==> config.mk <==
export PLATFORM = sky130hd
export DESIGN_NAME = csr_core
export DESIGN_NICKNAME = d
export VERILOG_FILES = /design/src/logic/csr_core.v
export VERILOG_INCLUDE_DIRS = /design/src /design/src/logic
export SDC_FILE = /design/constraint.sdc
export NUM_CORES = 1
export LEC_CHECK = 0
export BUFFER_PORTS_ARGS = -buffer_cell sky130_fd_sc_hd__buf_2
export CORE_MARGIN = 5
export CORE_UTILIZATION = 35
export CTS_CLUSTER_DIAMETER = 120
export DETAILED_ROUTE_END_ITERATION = 7
export GPL_TIMING_DRIVEN = 0
export PLACE_DENSITY = 0.48
export SYNTH_ARGS = -nofsm -noshare
export SYNTH_HDL_FRONTEND = slang
export SYNTH_SLANG_ARGS = --single-unit
==> constraint.sdc <==
create_clock -name aclk -period 15.3 [get_ports aclk]
set_clock_uncertainty 0.1 [all_clocks]
set_input_delay 3.06 -clock aclk [delete_from_list [all_inputs] [get_ports aclk]]
set_output_delay 3.06 -clock aclk [all_outputs]
set_load 0.02 [all_outputs]
==> src/logic/csr_map.vh <==
// Register map, field positions and reset values of the CPU special register set
`ifndef CSR_MAP_VH
`define CSR_MAP_VH
`define CSR_OFF_ACC 8'h00
`define CSR_OFF_HELP 8'h04
`define CSR_OFF_PSW 8'h08
`define CSR_OFF_STK 8'h0C
`define CSR_OFF_PSEL 8'h10
`define CSR_OFF_PTRL 8'h14
`define CSR_OFF_PTRH 8'h18
`define CSR_OFF_CNTL 8'h1C
`define CSR_OFF_CNTH 8'h20
`define CSR_OFF_ALT 8'h24
`define CSR_OFF_OP 8'h28
`define CSR_OFF_CTL 8'h2C
`define CSR_PSW_CY 7
`define CSR_PSW_AC 6
`define CSR_PSW_F0 5
`define CSR_PSW_RS_HI 4
`define CSR_PSW_RS_LO 3
`define CSR_PSW_OV 2
`define CSR_PSW_F1 1
`define CSR_PSW_P 0
`define CSR_ALT_EN 7
`define CSR_ALT_ADR_HI 3
`define CSR_RST_PC 16'h0000
`define CSR_RST_STK 8'h07
`define CSR_RST_PSW 8'h00
`define CSR_RST_PSEL 8'h00
`define CSR_RST_ALT 8'h00
`define CSR_OP_ADD 3'h0
`define CSR_OP_ADDC 3'h1
`define CSR_OP_SUBB 3'h2
`define CSR_OP_MUL 3'h3
`define CSR_OP_DIV 3'h4
`define CSR_OP_INC 3'h5
`define CSR_CTL_START 0
`define CSR_CTL_PUSH 1
`define CSR_CTL_RELOAD 2
`define CSR_RESP_OKAY 2'h0
`define CSR_RESP_SLVERR 2'h2
`endif
==> src/logic/csr_core.v <==
// CPU special register set with an AXI4-Lite register slave
//
// Our own choices: the AXI4-Lite interface to the registers and the register offsets.
`timescale 1ns/100ps
`include "csr_map.vh"

// Behaviour
// - The 16-bit counter is mapped at 1CH (low) and 20H (high), resets to 0000H.
// - With the alternate start enabled, a control-word reload restarts at that vector.
// - Status bit 7 records carry or borrow of an arithmetic operation.
// - Status bit 6 records the low-nibble carry or borrow.
// - Status bits 4-3 pick the working bank at 00H, 08H, 10H or 18H.
// - Status bit 2 records signed overflow of an arithmetic result.
// - Status bit 0 is read-only odd parity of the accumulator.
// - Stack pointer: 8 bits, reset 07H, so the first push lands at 08H.
// - A push stores counter low at pointer+1, high at +2, then adds two.
// - Two 16-bit data pointers share addresses; select bit 0 picks one.
// - Select register bits 7-1 read zero and ignore writes.
// - Helper keeps mul/div operands and results and is the second add/subtract operand.
// - The accumulator feeds the ALU and receives its result.
// - Select 0 reaches the first data pointer, select 1 the second.
module csr_core (
	input wire aclk,
	input wire aresetn,
	input wire [7:0] s_axi_awaddr,
	input wire s_axi_awvalid,
	output wire s_axi_awready,
	input wire [31:0] s_axi_wdata,
	input wire [3:0] s_axi_wstrb,
	input wire s_axi_wvalid,
	output wire s_axi_wready,
	output wire [1:0] s_axi_bresp,
	output wire s_axi_bvalid,
	input wire s_axi_bready,
	input wire [7:0] s_axi_araddr,
	input wire s_axi_arvalid,
	output wire s_axi_arready,
	output wire [31:0] s_axi_rdata,
	output wire [1:0] s_axi_rresp,
	output wire s_axi_rvalid,
	input wire s_axi_rready,
	output wire [15:0] instruction_counter,
	output wire [4:0] bank_base,
	output wire [7:0] push_addr,
	output wire [7:0] push_data,
	output wire push_we
);

	function mapped;
		input [7:0] a;
		begin
			mapped = (a <= `CSR_OFF_CTL) && (a[1:0] == 2'h0);
		end
	endfunction

	// Push sequencer states
	localparam PUSH_IDLE = 2'h0;
	localparam PUSH_LOW = 2'h1;
	localparam PUSH_HIGH = 2'h2;

	// Core registers
	reg [7:0] acc_reg;
	reg [7:0] help_reg;
	reg [7:0] psw_reg;
	reg [7:0] stk_reg;
	reg psel_reg;
	reg [7:0] ptr_lo_reg [0:1];
	reg [7:0] ptr_hi_reg [0:1];
	reg [15:0] pc_reg;
	reg [7:0] alt_reg;
	reg [2:0] op_reg;

	// Bus channel state
	reg [7:0] awaddr_reg;
	reg aw_have_reg;
	reg [31:0] wdata_reg;
	reg [3:0] wstrb_reg;
	reg w_have_reg;
	reg bvalid_reg;
	reg [1:0] bresp_reg;
	reg rvalid_reg;
	reg [31:0] rdata_reg;
	reg [1:0] rresp_reg;

	// Push sequencer
	reg [1:0] push_phase_reg;
	reg [7:0] push_addr_reg;
	reg [7:0] push_data_reg;
	reg push_we_reg;
	reg [15:0] push_pc_reg;

	wire parity;
	wire do_write;
	wire [7:0] wa;
	wire [7:0] wb;
	wire [15:0] alt_vec;
	wire [15:0] alt_base;
	wire wr_ok;
	wire push_idle;

	// ALU working values
	reg [8:0] sum9;
	reg [4:0] sum5;
	reg [7:0] sum7;
	reg [7:0] opb;
	reg cin;
	reg sub;
	reg [15:0] prod;
	reg [7:0] res_acc;
	reg [7:0] res_help;
	reg [7:0] res_psw;
	reg [31:0] rd;

	assign parity = ^acc_reg;
	assign wa = awaddr_reg;
	assign wb = wdata_reg[7:0];
	assign do_write = aw_have_reg && w_have_reg && !bvalid_reg;
	assign wr_ok = do_write && wstrb_reg[0];
	assign push_idle = (push_phase_reg == PUSH_IDLE);

	// Bus outputs
	assign s_axi_awready = !aw_have_reg && !bvalid_reg;
	assign s_axi_wready = !w_have_reg && !bvalid_reg;
	assign s_axi_bvalid = bvalid_reg;
	assign s_axi_bresp = bresp_reg;
	assign s_axi_arready = !rvalid_reg;
	assign s_axi_rvalid = rvalid_reg;
	assign s_axi_rdata = rdata_reg;
	assign s_axi_rresp = rresp_reg;
	assign instruction_counter = pc_reg;
	assign bank_base = {psw_reg[`CSR_PSW_RS_HI:`CSR_PSW_RS_LO],
		3'h0};
	assign push_addr = push_addr_reg;
	assign push_data = push_data_reg;
	assign push_we = push_we_reg;
	assign alt_base = {2'h0, alt_reg[`CSR_ALT_ADR_HI:0], 10'h000};
	assign alt_vec = alt_reg[`CSR_ALT_EN] ? alt_base : `CSR_RST_PC;

	// ALU operating through the accumulator and helper register
	always @* begin
		sub = (op_reg == `CSR_OP_SUBB);
		cin = (op_reg == `CSR_OP_ADD) ? 1'b0 : psw_reg[`CSR_PSW_CY];
		opb = sub ? ~help_reg : help_reg;
		if (op_reg == `CSR_OP_INC) begin
			opb = 8'h01;
			cin = 1'b0;
		end
		// Subtraction adds the inverted operand
		sum9 = {1'b0, acc_reg} + {1'b0, opb} + {8'h00, cin ^ sub};
		// Nibble and seven-bit sums give half carry and overflow
		sum5 = {1'b0, acc_reg[3:0]} + {1'b0, opb[3:0]} + {4'h0, cin ^ sub};
		sum7 = {1'b0, acc_reg[6:0]} + {1'b0, opb[6:0]} + {7'h00, cin ^ sub};
		// Multiply and divide work through the helper register
		prod = acc_reg * help_reg;
		res_acc = sum9[7:0];
		res_help = help_reg;
		res_psw = psw_reg;
		res_psw[`CSR_PSW_CY] = sum9[8] ^ sub;
		res_psw[`CSR_PSW_AC] = sum5[4] ^ sub;
		res_psw[`CSR_PSW_OV] = sum9[8] ^ sum7[7];
		if (op_reg == `CSR_OP_MUL) begin
			res_acc = prod[7:0];
			res_help = prod[15:8];
			res_psw[`CSR_PSW_CY] = 1'b0;
			res_psw[`CSR_PSW_OV] = (prod[15:8] != 8'h00);
			res_psw[`CSR_PSW_AC] = psw_reg[`CSR_PSW_AC];
		end else if (op_reg == `CSR_OP_DIV) begin
			res_psw[`CSR_PSW_CY] = 1'b0;
			res_psw[`CSR_PSW_AC] = psw_reg[`CSR_PSW_AC];
			// Divide by zero flags overflow and keeps the accumulator
			res_psw[`CSR_PSW_OV] = (help_reg == 8'h00);
			if (help_reg != 8'h00) begin
				res_acc = acc_reg / help_reg;
				res_help = acc_reg % help_reg;
			end else begin
				res_acc = acc_reg;
			end
		end else if (op_reg == `CSR_OP_INC) begin
			// Increment leaves every flag alone
			res_psw = psw_reg;
		end
	end

	// Read data mux
	always @* begin
		rd = 32'h0000_0000;
		// Unmapped offsets read as zero
		if (s_axi_araddr == `CSR_OFF_ACC) begin
			rd[7:0] = acc_reg;
		end else if (s_axi_araddr == `CSR_OFF_HELP) begin
			rd[7:0] = help_reg;
		end else if (s_axi_araddr == `CSR_OFF_PSW) begin
			rd[7:0] = {psw_reg[7:1], parity};
		end else if (s_axi_araddr == `CSR_OFF_STK) begin
			rd[7:0] = stk_reg;
		end else if (s_axi_araddr == `CSR_OFF_PSEL) begin
			rd[7:0] = {7'h00, psel_reg};
		end else if (s_axi_araddr == `CSR_OFF_PTRL) begin
			rd[7:0] = ptr_lo_reg[psel_reg];
		end else if (s_axi_araddr == `CSR_OFF_PTRH) begin
			rd[7:0] = ptr_hi_reg[psel_reg];
		end else if (s_axi_araddr == `CSR_OFF_CNTL) begin
			rd[7:0] = pc_reg[7:0];
		end else if (s_axi_araddr == `CSR_OFF_CNTH) begin
			rd[7:0] = pc_reg[15:8];
		end else if (s_axi_araddr == `CSR_OFF_ALT) begin
			rd[7:0] = alt_reg;
		end else if (s_axi_araddr == `CSR_OFF_OP) begin
			rd[7:0] = {5'h00, op_reg};
		end else if (s_axi_araddr == `CSR_OFF_CTL) begin
			rd[7:0] = {6'h00, !push_idle, 1'b0};
		end
	end

	// AXI channel handshakes
	always @(posedge aclk) begin
		if (!aresetn) begin
			aw_have_reg <= 1'b0;
			w_have_reg <= 1'b0;
			awaddr_reg <= 8'h00;
			wdata_reg <= 32'h0000_0000;
			wstrb_reg <= 4'h0;
			bvalid_reg <= 1'b0;
			bresp_reg <= `CSR_RESP_OKAY;
			rvalid_reg <= 1'b0;
			rdata_reg <= 32'h0000_0000;
			rresp_reg <= `CSR_RESP_OKAY;
		end else begin
			// Address and data are taken in either order
			if (s_axi_awvalid && s_axi_awready) begin
				aw_have_reg <= 1'b1;
				awaddr_reg <= s_axi_awaddr;
			end
			if (s_axi_wvalid && s_axi_wready) begin
				w_have_reg <= 1'b1;
				wdata_reg <= s_axi_wdata;
				wstrb_reg <= s_axi_wstrb;
			end
			if (do_write) begin
				aw_have_reg <= 1'b0;
				w_have_reg <= 1'b0;
				bvalid_reg <= 1'b1;
				bresp_reg <= mapped(wa) ? `CSR_RESP_OKAY : `CSR_RESP_SLVERR;
			end else if (bvalid_reg && s_axi_bready) begin
				bvalid_reg <= 1'b0;
			end
			// A read answer stands until it is taken
			if (s_axi_arvalid && !rvalid_reg) begin
				rvalid_reg <= 1'b1;
				rdata_reg <= rd;
				rresp_reg <= mapped(s_axi_araddr) ? `CSR_RESP_OKAY :
					`CSR_RESP_SLVERR;
			end else if (rvalid_reg && s_axi_rready) begin
				rvalid_reg <= 1'b0;
			end
		end
	end

	// Core registers, software writes and control actions
	always @(posedge aclk) begin
		if (!aresetn) begin
			acc_reg <= 8'h00;
			help_reg <= 8'h00;
			psw_reg <= `CSR_RST_PSW;
			stk_reg <= `CSR_RST_STK;
			psel_reg <= 1'b0;
			ptr_lo_reg[0] <= 8'h00;
			ptr_lo_reg[1] <= 8'h00;
			ptr_hi_reg[0] <= 8'h00;
			ptr_hi_reg[1] <= 8'h00;
			pc_reg <= `CSR_RST_PC;
			alt_reg <= `CSR_RST_ALT;
			op_reg <= `CSR_OP_ADD;
			push_phase_reg <= PUSH_IDLE;
			push_addr_reg <= 8'h00;
			push_data_reg <= 8'h00;
			push_we_reg <= 1'b0;
			push_pc_reg <= 16'h0000;
		end else begin
			push_we_reg <= 1'b0;
			// Low byte goes out first, then the high byte
			case (push_phase_reg)
				PUSH_LOW: begin
					push_addr_reg <= stk_reg + 8'h01;
					push_data_reg <= push_pc_reg[7:0];
					push_we_reg <= 1'b1;
					push_phase_reg <= PUSH_HIGH;
				end
				PUSH_HIGH: begin
					push_addr_reg <= stk_reg + 8'h02;
					push_data_reg <= push_pc_reg[15:8];
					push_we_reg <= 1'b1;
					stk_reg <= stk_reg + 8'h02;
					push_phase_reg <= PUSH_IDLE;
				end
				default: begin
					push_phase_reg <= PUSH_IDLE;
				end
			endcase
			// Software writes, one register per word
			if (wr_ok) begin
				if (wa == `CSR_OFF_ACC) begin
					acc_reg <= wb;
				end else if (wa == `CSR_OFF_HELP) begin
					help_reg <= wb;
				end else if (wa == `CSR_OFF_PSW) begin
					psw_reg <= {wb[7:1], 1'b0};
				end else if (wa == `CSR_OFF_STK) begin
					if (push_idle) begin
						stk_reg <= wb;
					end
				end else if (wa == `CSR_OFF_PSEL) begin
					psel_reg <= wb[0];
				end else if (wa == `CSR_OFF_PTRL) begin
					ptr_lo_reg[psel_reg] <= wb;
				end else if (wa == `CSR_OFF_PTRH) begin
					ptr_hi_reg[psel_reg] <= wb;
				end else if (wa == `CSR_OFF_CNTL) begin
					pc_reg[7:0] <= wb;
				end else if (wa == `CSR_OFF_CNTH) begin
					pc_reg[15:8] <= wb;
				end else if (wa == `CSR_OFF_ALT) begin
					alt_reg <= {wb[7], 3'h0, wb[3:0]};
				end else if (wa == `CSR_OFF_OP) begin
					op_reg <= wb[2:0];
				end else if (wa == `CSR_OFF_CTL) begin
					// Control word: execute, push, reload
					if (wb[`CSR_CTL_START]) begin
						acc_reg <= res_acc;
						help_reg <= res_help;
						psw_reg <= {res_psw[7:1], 1'b0};
					end
					if (wb[`CSR_CTL_PUSH] && push_idle) begin
						push_pc_reg <= pc_reg;
						push_phase_reg <= PUSH_LOW;
					end
					if (wb[`CSR_CTL_RELOAD]) begin
						pc_reg <= alt_vec;
						stk_reg <= `CSR_RST_STK;
					end
				end
			end
		end
	end

endmodule // csr_core

[Word level (Yosys, flattened, before mapping)]
Memories as Yosys holds them, arrays and structs flattened. A register that Yosys moved wholly into a read port is not among the register bits.
Cells that the tools add are included.
Operators by class
  multiplexer cells: 145
  divide/modulo/power cells: 2
  reduce and logical (&&, ||, !) cells: 59
  equal/unequal tests: 65
  add/sub/neg operators: 8
  order comparisons: 2
  bitwise operators: 17
  $mul: 1
Operators with widths (number)
  two-way mux 8 bit: 76
  == test 8 x 5 -> 1 bit, second input constant: 8
  == test 8 x 6 -> 1 bit, second input constant: 8
  two-way mux 16 bit: 4
  != test 2 bit, second input constant: 32
  two-way mux 2 bit: 22
  AND reduction 14 bit: 3
  AND reduction 13 bit: 3
  two-way mux 1 bit: 37
  == test 8 x 4 -> 1 bit, second input constant: 4
  one-hot mux 8 bit (2 select lines): 2
  nonzero test 2 bit: 13
  logical NOT 8 bit: 3
  == test 8 x 3 -> 1 bit, second input constant: 2
  <= comparator 8 x 6 -> 1 bit, second input constant: 2
  multiplier 8 x 8 -> 16 bit: 1
  AND reduction 16 bit: 1
  nonzero test 8 bit: 2
  OR reduction 8 bit: 2
  AND reduction 15 bit: 1
  two-way mux 14 bit: 1
  logical AND 1 bit: 13
  inverter 1 bit: 12
  AND reduction 12 bit: 1
  29 further kinds: 46
Storage, ports and cells
  logic and storage cells: 328
  memories kept: 2
  memory bits (writable): 32
  register bits: 125
  output and inout port bits: 79
Memory list
  ptr_hi_reg: depth 2, width 8, rd ports 1, clocked after memory_dff 1, write ports 2, line csr_core.v:68  | reg [7:0] ptr_hi_reg [0:1];
  ptr_lo_reg: depth 2, width 8, rd ports 1, clocked after memory_dff 1, write ports 2, line csr_core.v:67  | reg [7:0] ptr_lo_reg [0:1];

[Depth between registers and ports, before layout]
Gate-level depths: netlist of run 1.
  word-level depth: 20
  gate-level depth with buffers: 55

[Worst setup path before layout of run 1]
Ideal clock, no wire load.
  path type: register -> register
  start point: register help_reg[0]
  end point: register help_reg[6]
  path slack: 3072 ps
  arrival time: 12011 ps
  setup time: 117 ps
  required time: 15083 ps
  buffers on the path: 1
  stages on the path, launching flop included: 51
  path through: dfxtp_1 clkinv_1 ha_1 nor2_1 o41ai_1 nand2_1 ha_1 o21ai_0 a2111oi_4 mux2i_1 inv_1 ha_1 o211ai_1 a211o_1 and3_1 a21oi_2 o21ai_0 ha_1 [15 not listed] nor3_1 a21oi_1 inv_1 ha_1 nor3_1 a211oi_1 o21a_1 or2_2 clkbuf_1 mux2_2 ha_1 nor2b_1 o31a_1 o31ai_1 a21oi_2 o31a_1 a311o_1 a22o_1
Between the ends
  word-level cells in the longest chain between the ends: 16
  elaborated cells between the ends (all ways): 20
Ends and longest elaborated chain
  start, declared: line csr_core.v:63  | reg [7:0] help_reg;
  start signal, assigned: line csr_core.v:305  | help_reg <= wb;
  start signal, assigned: line csr_core.v:330  | help_reg <= res_help;
  modulo 8 x 8 -> 8 bit: line csr_core.v:174  | res_help = acc_reg % help_reg;
  two-way mux 8 bit: line csr_core.v:172  | if (help_reg != 8'h00) begin
  two-way mux 8 bit: line csr_core.v:167  | end else if (op_reg == `CSR_OP_DIV) begin
  two-way mux 8 bit: line csr_core.v:161  | if (op_reg == `CSR_OP_MUL) begin
  two-way mux 8 bit: line csr_core.v:328  | if (wb[`CSR_CTL_START]) begin
  two-way mux 8 bit: line csr_core.v:326  | end else if (wa == `CSR_OFF_CTL) begin
  two-way mux 8 bit: line csr_core.v:324  | end else if (wa == `CSR_OFF_OP) begin
  two-way mux 8 bit: line csr_core.v:322  | end else if (wa == `CSR_OFF_ALT) begin
  two-way mux 8 bit: line csr_core.v:320  | end else if (wa == `CSR_OFF_CNTH) begin
  two-way mux 8 bit: line csr_core.v:318  | end else if (wa == `CSR_OFF_CNTL) begin
  two-way mux 8 bit: line csr_core.v:316  | end else if (wa == `CSR_OFF_PTRH) begin
  two-way mux 8 bit: line csr_core.v:314  | end else if (wa == `CSR_OFF_PTRL) begin
  two-way mux 8 bit: line csr_core.v:312  | end else if (wa == `CSR_OFF_PSEL) begin
  two-way mux 8 bit: line csr_core.v:308  | end else if (wa == `CSR_OFF_STK) begin
  two-way mux 8 bit: line csr_core.v:306  | end else if (wa == `CSR_OFF_PSW) begin
  two-way mux 8 bit: line csr_core.v:304  | end else if (wa == `CSR_OFF_HELP) begin
Parallel ways exist; a longest one is shown, timed or not. The select of a mux whose other input is x is not followed.
A chain may end at the register's enable or synchronous reset.

[Worst setup path after layout of run 1]
  start point: register help_reg[0]
  end point: register help_reg[2]
Same word-level chain as after synthesis.

==> flow_summary.json, run 1 <==
{
  "seq_area_frac_synth_pct": 28.0,
  "area_growth_pct": 14.1,
  "die_y_um": 197,
  "cp_max_fo": 10,
  "max_stage_delay_ns": 0.66,
  "dieWidth_um": 197,
  "final_cells": 2095,
  "multiInputGateArea_um2": 8050,
  "cts_tree": "done",
  "crit_path_frequent_cell": "ha_1",
  "routabilityCongestion": 0.937,
  "yosysMostFrequentCell": "nand2_1",
  "r2r_slack_ns": 1.16,
  "setup_viol": 0,
  "timing.final.crit_period_ns": 14.14,
  "via_per_inst": 5.42,
  "fillers": 3612,
  "synth_enable_flop_cells": 32,
  "core-area_um2": 34500,
  "grt_max_degree": 17,
  "drive_gt1_share_pct": 12.3,
  "cts_max_level": 4,
  "overflow": 0,
  "io_buffers": 80,
  "avgSynthCellArea_um2": 8.16,
  "power.leakage_nw": 5.77,
  "fmax_mhz": 70.7,
  "grt_pass1_vias": 10947,
  "yosysUniqueCellTypes": 88,
  "holdCritPathClass": "register to register",
  "cts_buffers": 17,
  "first_iter_violations": 949,
  "power_density_nw_per_um2": 91.4,
  "seqCellArea_um2": 3420,
  "async_flop_share_pct": 0,
  "drtPass1Iterations": 5,
  "min_period_over_period_pct": 92.4,
  "required_ns": 15.50,
  "die-area_um2": 38700,
  "synth_area_leader_cell": "dfxtp_1",
  "startpoint_type": "register",
  "final_core_util_pct": 40.4,
  "path_delay_family": "compound AO/OA/AOI/OAI gates",
  "drcViolationCount": 0,
  "cp_num_buf_inv": 7,
  "synth.area.top_cells": "dfxtp_1 20%, ha_1 9.5%, edfxtp_1 7.9%, fa_1 6.4%, nand2_1 5.9%",
  "worst_pin_slew_ns": 1.15,
  "maxSlewViolCount": 0,
  "path_class": "register to register",
  "track_usage_pct": 22.1,
  "synth-seq-cells": 155,
  "grt_pass1_wl_mm": 66.3,
  "clk-insertion-delay-late_ns": 0.44,
  "dp_hpwl_mm": 33.7,
  "ant_nets": 0,
  "outcome": "completed",
  "slowest_stage": "dfxtp_1",
  "syn-instance-count": 1496,
  "wl_mm": 43.5,
  "cts_sinks": 155,
  "clk_pin_slew_ns": 0.07,
  "worst_setup_path_end_kind": "register",
  "synth_area_um2": 12200,
  "ctsHoldBuffers": 0,
  "rsz0062_at_grt": "no",
  "nNetsFinal": 1818,
  "synth.top_cell.area_share_pct": 20.2,
  "yosysWarnings": 0,
  "crit_arrival_ns": 14.33,
  "fp-row-count": 68,
  "dp.cells": 2060,
  "cts_buffer_depth": 2,
  "ys.flop_type": "dfxtp_1",
  "post_drt_wl_per_cell_um": 20.8,
  "cts-root-buf": "clkbuf_16",
  "route.vias.total": 11351,
  "ios": 138,
  "maxCapViolations": 0,
  "setup_tns_ns": 0,
  "synth_common_cells": "192 x nand2_1, 149 x nor2_1, 123 x dfxtp_1",
  "hold_viol_final": 0,
  "diodes": 0,
  "antenna_found_initial": 0,
  "vdd_drop_max_uv": 70.6,
  "slew_headroom_pct": 22.5,
  "initial_utilization_pct": 35.4
}
worst reg2reg max path, delay by kind of cell (launching register included):
family	cells	cell delay (ns)
buffers and inverters	7	1.30
flip-flops	1	0.66
multiplexers	3	1.12
adder cells (fa/ha/maj)	8	2.59
AO/OA/AOI/OAI	24	6.65
AND/OR/NAND/NOR	10	1.57
layout make-up:
type	count	area share [%]
plain buffers	113	4.01
clock buffers	17	3.05
clock inverters	15	1.10
inverters	84	2.29
multi-input cells	1172	57.8
flip-flops and latches	155	24.6
well taps	455	4.09
repair buffers	84	3.09
routing by layer:
metal | vias up | track usage, % | part of all wire (%)
li1 | 5508 | - | -
met1 | 5384 | 32.2 | 47
met2 | 389 | 34.3 | 44
met3 | 70 | 3.28 | 6.1
met4 | 0 | 5.91 | 2.5
met5 | - | 0 | 0
repair_timing:
action,4_1_cts,5_1_grt
resized for setup,0,8
setup buffers,0,3
setup endpoints to repair,0,9
cell families after synthesis:
| group | count (synthesis) | share of synthesized area, % |
|---|---|---|
| mux | 49 | 4.23 |
| other cells | 1 | 0.0307 |
| compound gates | 368 | 20.4 |
| xor+xnor | 48 | 3.44 |
| flops | 155 | 28.0 |
| simple gates | 546 | 20.8 |
| buf+inv | 197 | 7.13 |
| fa+ha+maj | 132 | 15.9 |
power by group:
group	internal (W)	total, W	leakage [nW]	switching [W]
logic	0.000159	0.000411	4.16	0.000251
clock network	0.000230	0.000431	0.283	0.000200
registers	0.000425	0.000432	1.33	0.00000734
placed cells by master, fill, tap and decap left out, types with 17 or more instances in the layout:
cell and count:
nand2_1 192, nor2_1 149, dfxtp_1 123, a21oi_1 111
ha_1 93, inv_1 83, buf_2 83, clkbuf_1 69
o21ai_0 63, fa_1 39, mux2i_1 37, nand3_1 37
buf_4 36, nor3_1 33, and2_1 33, a211oi_1 32
edfxtp_1 32, conb_1 29, xnor2_1 26, and3_1 24
xor2_1 22, clkbuf_16 17
per-stage QoR:
stage                     power (W)  area, um^2  setup WS [ns]  hold slack, ns
after floorplan            0.000747       12300           3.07           0.336
after global placement     0.000843       13300          0.180           0.343
after detailed placement   0.000842       13300          0.209           0.348
after CTS                   0.00127       13900          0.165           0.357
after global routing        0.00135       13900          0.119           0.371
final                       0.00127       13900           1.16           0.355
path summary, 6_finish.rpt:
path / from / endpoint / cells past startpoint
worst min register to register: push_pc_reg[7] / push_pc_reg[7] / 2
worst max-delay path: help_reg[0] / help_reg[2] / 52
worst max register to register: help_reg[0] / help_reg[2] / 52
worst min-delay path: push_pc_reg[7] / push_pc_reg[7] / 2
No activity file was read; power rests on OpenSTA's default activity.
==> run 2, diff against run 1 <==
--- a/config.mk
+++ b/config.mk
@@ -7,12 +7,14 @@
 export NUM_CORES = 1
 export LEC_CHECK = 0
 export BUFFER_PORTS_ARGS = -buffer_cell sky130_fd_sc_hd__buf_2
+export CELL_PAD_IN_SITES_DETAIL_PLACEMENT = 1
+export CELL_PAD_IN_SITES_GLOBAL_PLACEMENT = 2
 export CORE_MARGIN = 5
 export CORE_UTILIZATION = 35
 export CTS_CLUSTER_DIAMETER = 120
 export DETAILED_ROUTE_END_ITERATION = 7
 export GPL_TIMING_DRIVEN = 0
-export PLACE_DENSITY = 0.48
+export PLACE_DENSITY = 0.76
 export SYNTH_ARGS = -nofsm -noshare
 export SYNTH_HDL_FRONTEND = slang
 export SYNTH_SLANG_ARGS = --single-unit
==> run 2 against run 1 <==
  * Non-clock buffer count shrank 3
  * Routed wire length grew 5.9%
  * Combinational power grew 4%
  * Clock power shrank 3%
  * Highest routed layer unchanged
==> flow_summary.json, run 2 (synthesis results as in run 1) <==
{
  "fp-row-count": 68,
  "routabilityCongestion": 0.891,
  "cts_setup_buffers": 0,
  "dp.cells": 2060,
  "dp_hpwl_mm": 36.1,
  "post_drt_wl_per_cell_um": 22.0,
  "grt_pass1_wl_mm": 70.6,
  "worst_setup_path_end_kind": "register",
  "crit_path_frequent_cell": "ha_1",
  "drcViolationCount": 0,
  "maxSlewViolCount": 0,
  "cp_max_fo": 10,
  "whs_ns": 0.357,
  "max_stage_delay_ns": 0.67,
  "path_class": "register to register",
  "maxCapViolations": 0,
  "cts_sinks": 155,
  "final_core_util_pct": 40.3,
  "dieWidth_um": 197,
  "grt_pass1_vias": 11955,
  "setup_tns_ns": 0,
  "startpoint_type": "register",
  "min_path_cells": 2,
  "cp_num_buf_inv": 7,
  "mostFrequentLayoutCell": "nand2_1",
  "finalWorstSetupSlack_ns": 0.982,
  "hold_viol_final": 0,
  "power_density_nw_per_um2": 92.1,
  "overflow": 0,
  "clk_pin_slew_ns": 0.07,
  "nNetsFinal": 1815,
  "via_per_inst": 5.56,
  "min_period_over_period_pct": 93.6,
  "ios": 138,
  "cts_max_level": 4,
  "holdCritPathClass": "register to register",
  "cts_buffers": 17,
  "r2r_start": "acc_reg[5]",
  "crit_arrival_ns": 14.55,
  "ant_nets": 0,
  "slowest_stage": "a2111oi_4",
  "route.vias.total": 11624,
  "path_delay_family": "compound AO/OA/AOI/OAI gates",
  "core-area_um2": 34500,
  "fmax_mhz": 69.8,
  "cts_tree": "done",
  "most-common-layout-cells": "192 x nand2_1, 149 x nor2_1, 123 x dfxtp_1",
  "first_iter_violations": 998,
  "reg2reg_depth": 50,
  "rsz0062_at_grt": "no",
  "initial_utilization_pct": 35.4,
  "worst-path-stages": 50,
  "drtPass1Iterations": 5,
  "antenna_found_initial": 0,
  "critPathLaunch": "acc_reg[5]",
  "io_buffers": 80,
  "timing.final.crit_period_ns": 14.32,
  "slew_headroom_pct": 17.3,
  "vdd_drop_max_uv": 75.8,
  "diodes": 0,
  "cts-root-buf": "clkbuf_16",
  "die_y_um": 197,
  "die-area_um2": 38700,
  "setup_viol": 0,
  "hold_path_startpoint": "push_pc_reg[12]",
  "outcome": "completed",
  "track_usage_pct": 23.5,
  "required_ns": 15.53,
  "cts_buffer_depth": 2,
  "dp_slack_ns": -0.250,
  "worst_pin_slew_ns": 1.23,
  "area_growth_pct": 13.9,
  "grt_max_degree": 17,
  "wl_mm": 46.1,
  "power.leakage_nw": 5.76,
  "fillers": 4269,
  "drive_gt1_share_pct": 12.2,
  "clk-insertion-delay-late_ns": 0.44,
  "final_cells": 2092
}
run 2: cell count changes in the layout (fill, tap and decap cells not counted), sizes merged:
cell / delta
clkinv: +1
clkbuf: +4
buf: -3
inv: -5
run 2: stage by stage:
stage	power [W]	cell area, um^2
finish	0.00128	13900
global route	0.00133	13900
CTS	0.00128	13900
detailed placement	0.000858	13300
global placement	0.000853	13300
floorplan	0.000747	12300
run 2: layout make-up:
class / count / area [um^2] / share of cell area (%)
clock inverter: 11 / 110 / 0.792
multi-input combinational: 1172 / 8060 / 57.9
inverter: 84 / 318 / 2.29
sequential: 155 / 3420 / 24.6
timing repair buffer: 81 / 408 / 2.93
tap: 455 / 569 / 4.10
buffer: 113 / 558 / 4.01
clock buffer: 21 / 460 / 3.31
run 2: repair_timing:
| action | CTS | global route |
|---|---|---|
| setup endpoints to repair | 5 | 9 |
| gates resized for setup | 1 | 10 |
| hold buffers | 0 | 0 |
run 2: path summary, 6_finish.rpt:
kind / end / slack (ns)
worst max-delay path: help_reg[6] / 0.98
worst min-delay path: push_pc_reg[12] / 0.36
worst max register to register: help_reg[6] / 0.98
worst min register to register: push_pc_reg[12] / 0.36
run 2: metal layers:
layer / track usage [%] / up-vias / wire [um]
met5: 0 / - / 0
met4: 5.86 / 0 / 1010
met3: 4.32 / 53 / 2870
met2: 37.5 / 350 / 20800
met1: 33.0 / 5711 / 21400
li1: - / 5510 / -
run 2: power breakdown:
part	leakage, nW	switching, W	internal [W]	total, W
clock network	0.273	0.000185	0.000235	0.000420
logic	4.16	0.000267	0.000159	0.000426
registers	1.33	0.00000766	0.000425	0.000433
run 2: worst min-delay path: stages (launching register included):
cell and delay, ns:
dfxtp_1 0.31, nand2_1 0.05, a21oi_1 0.05
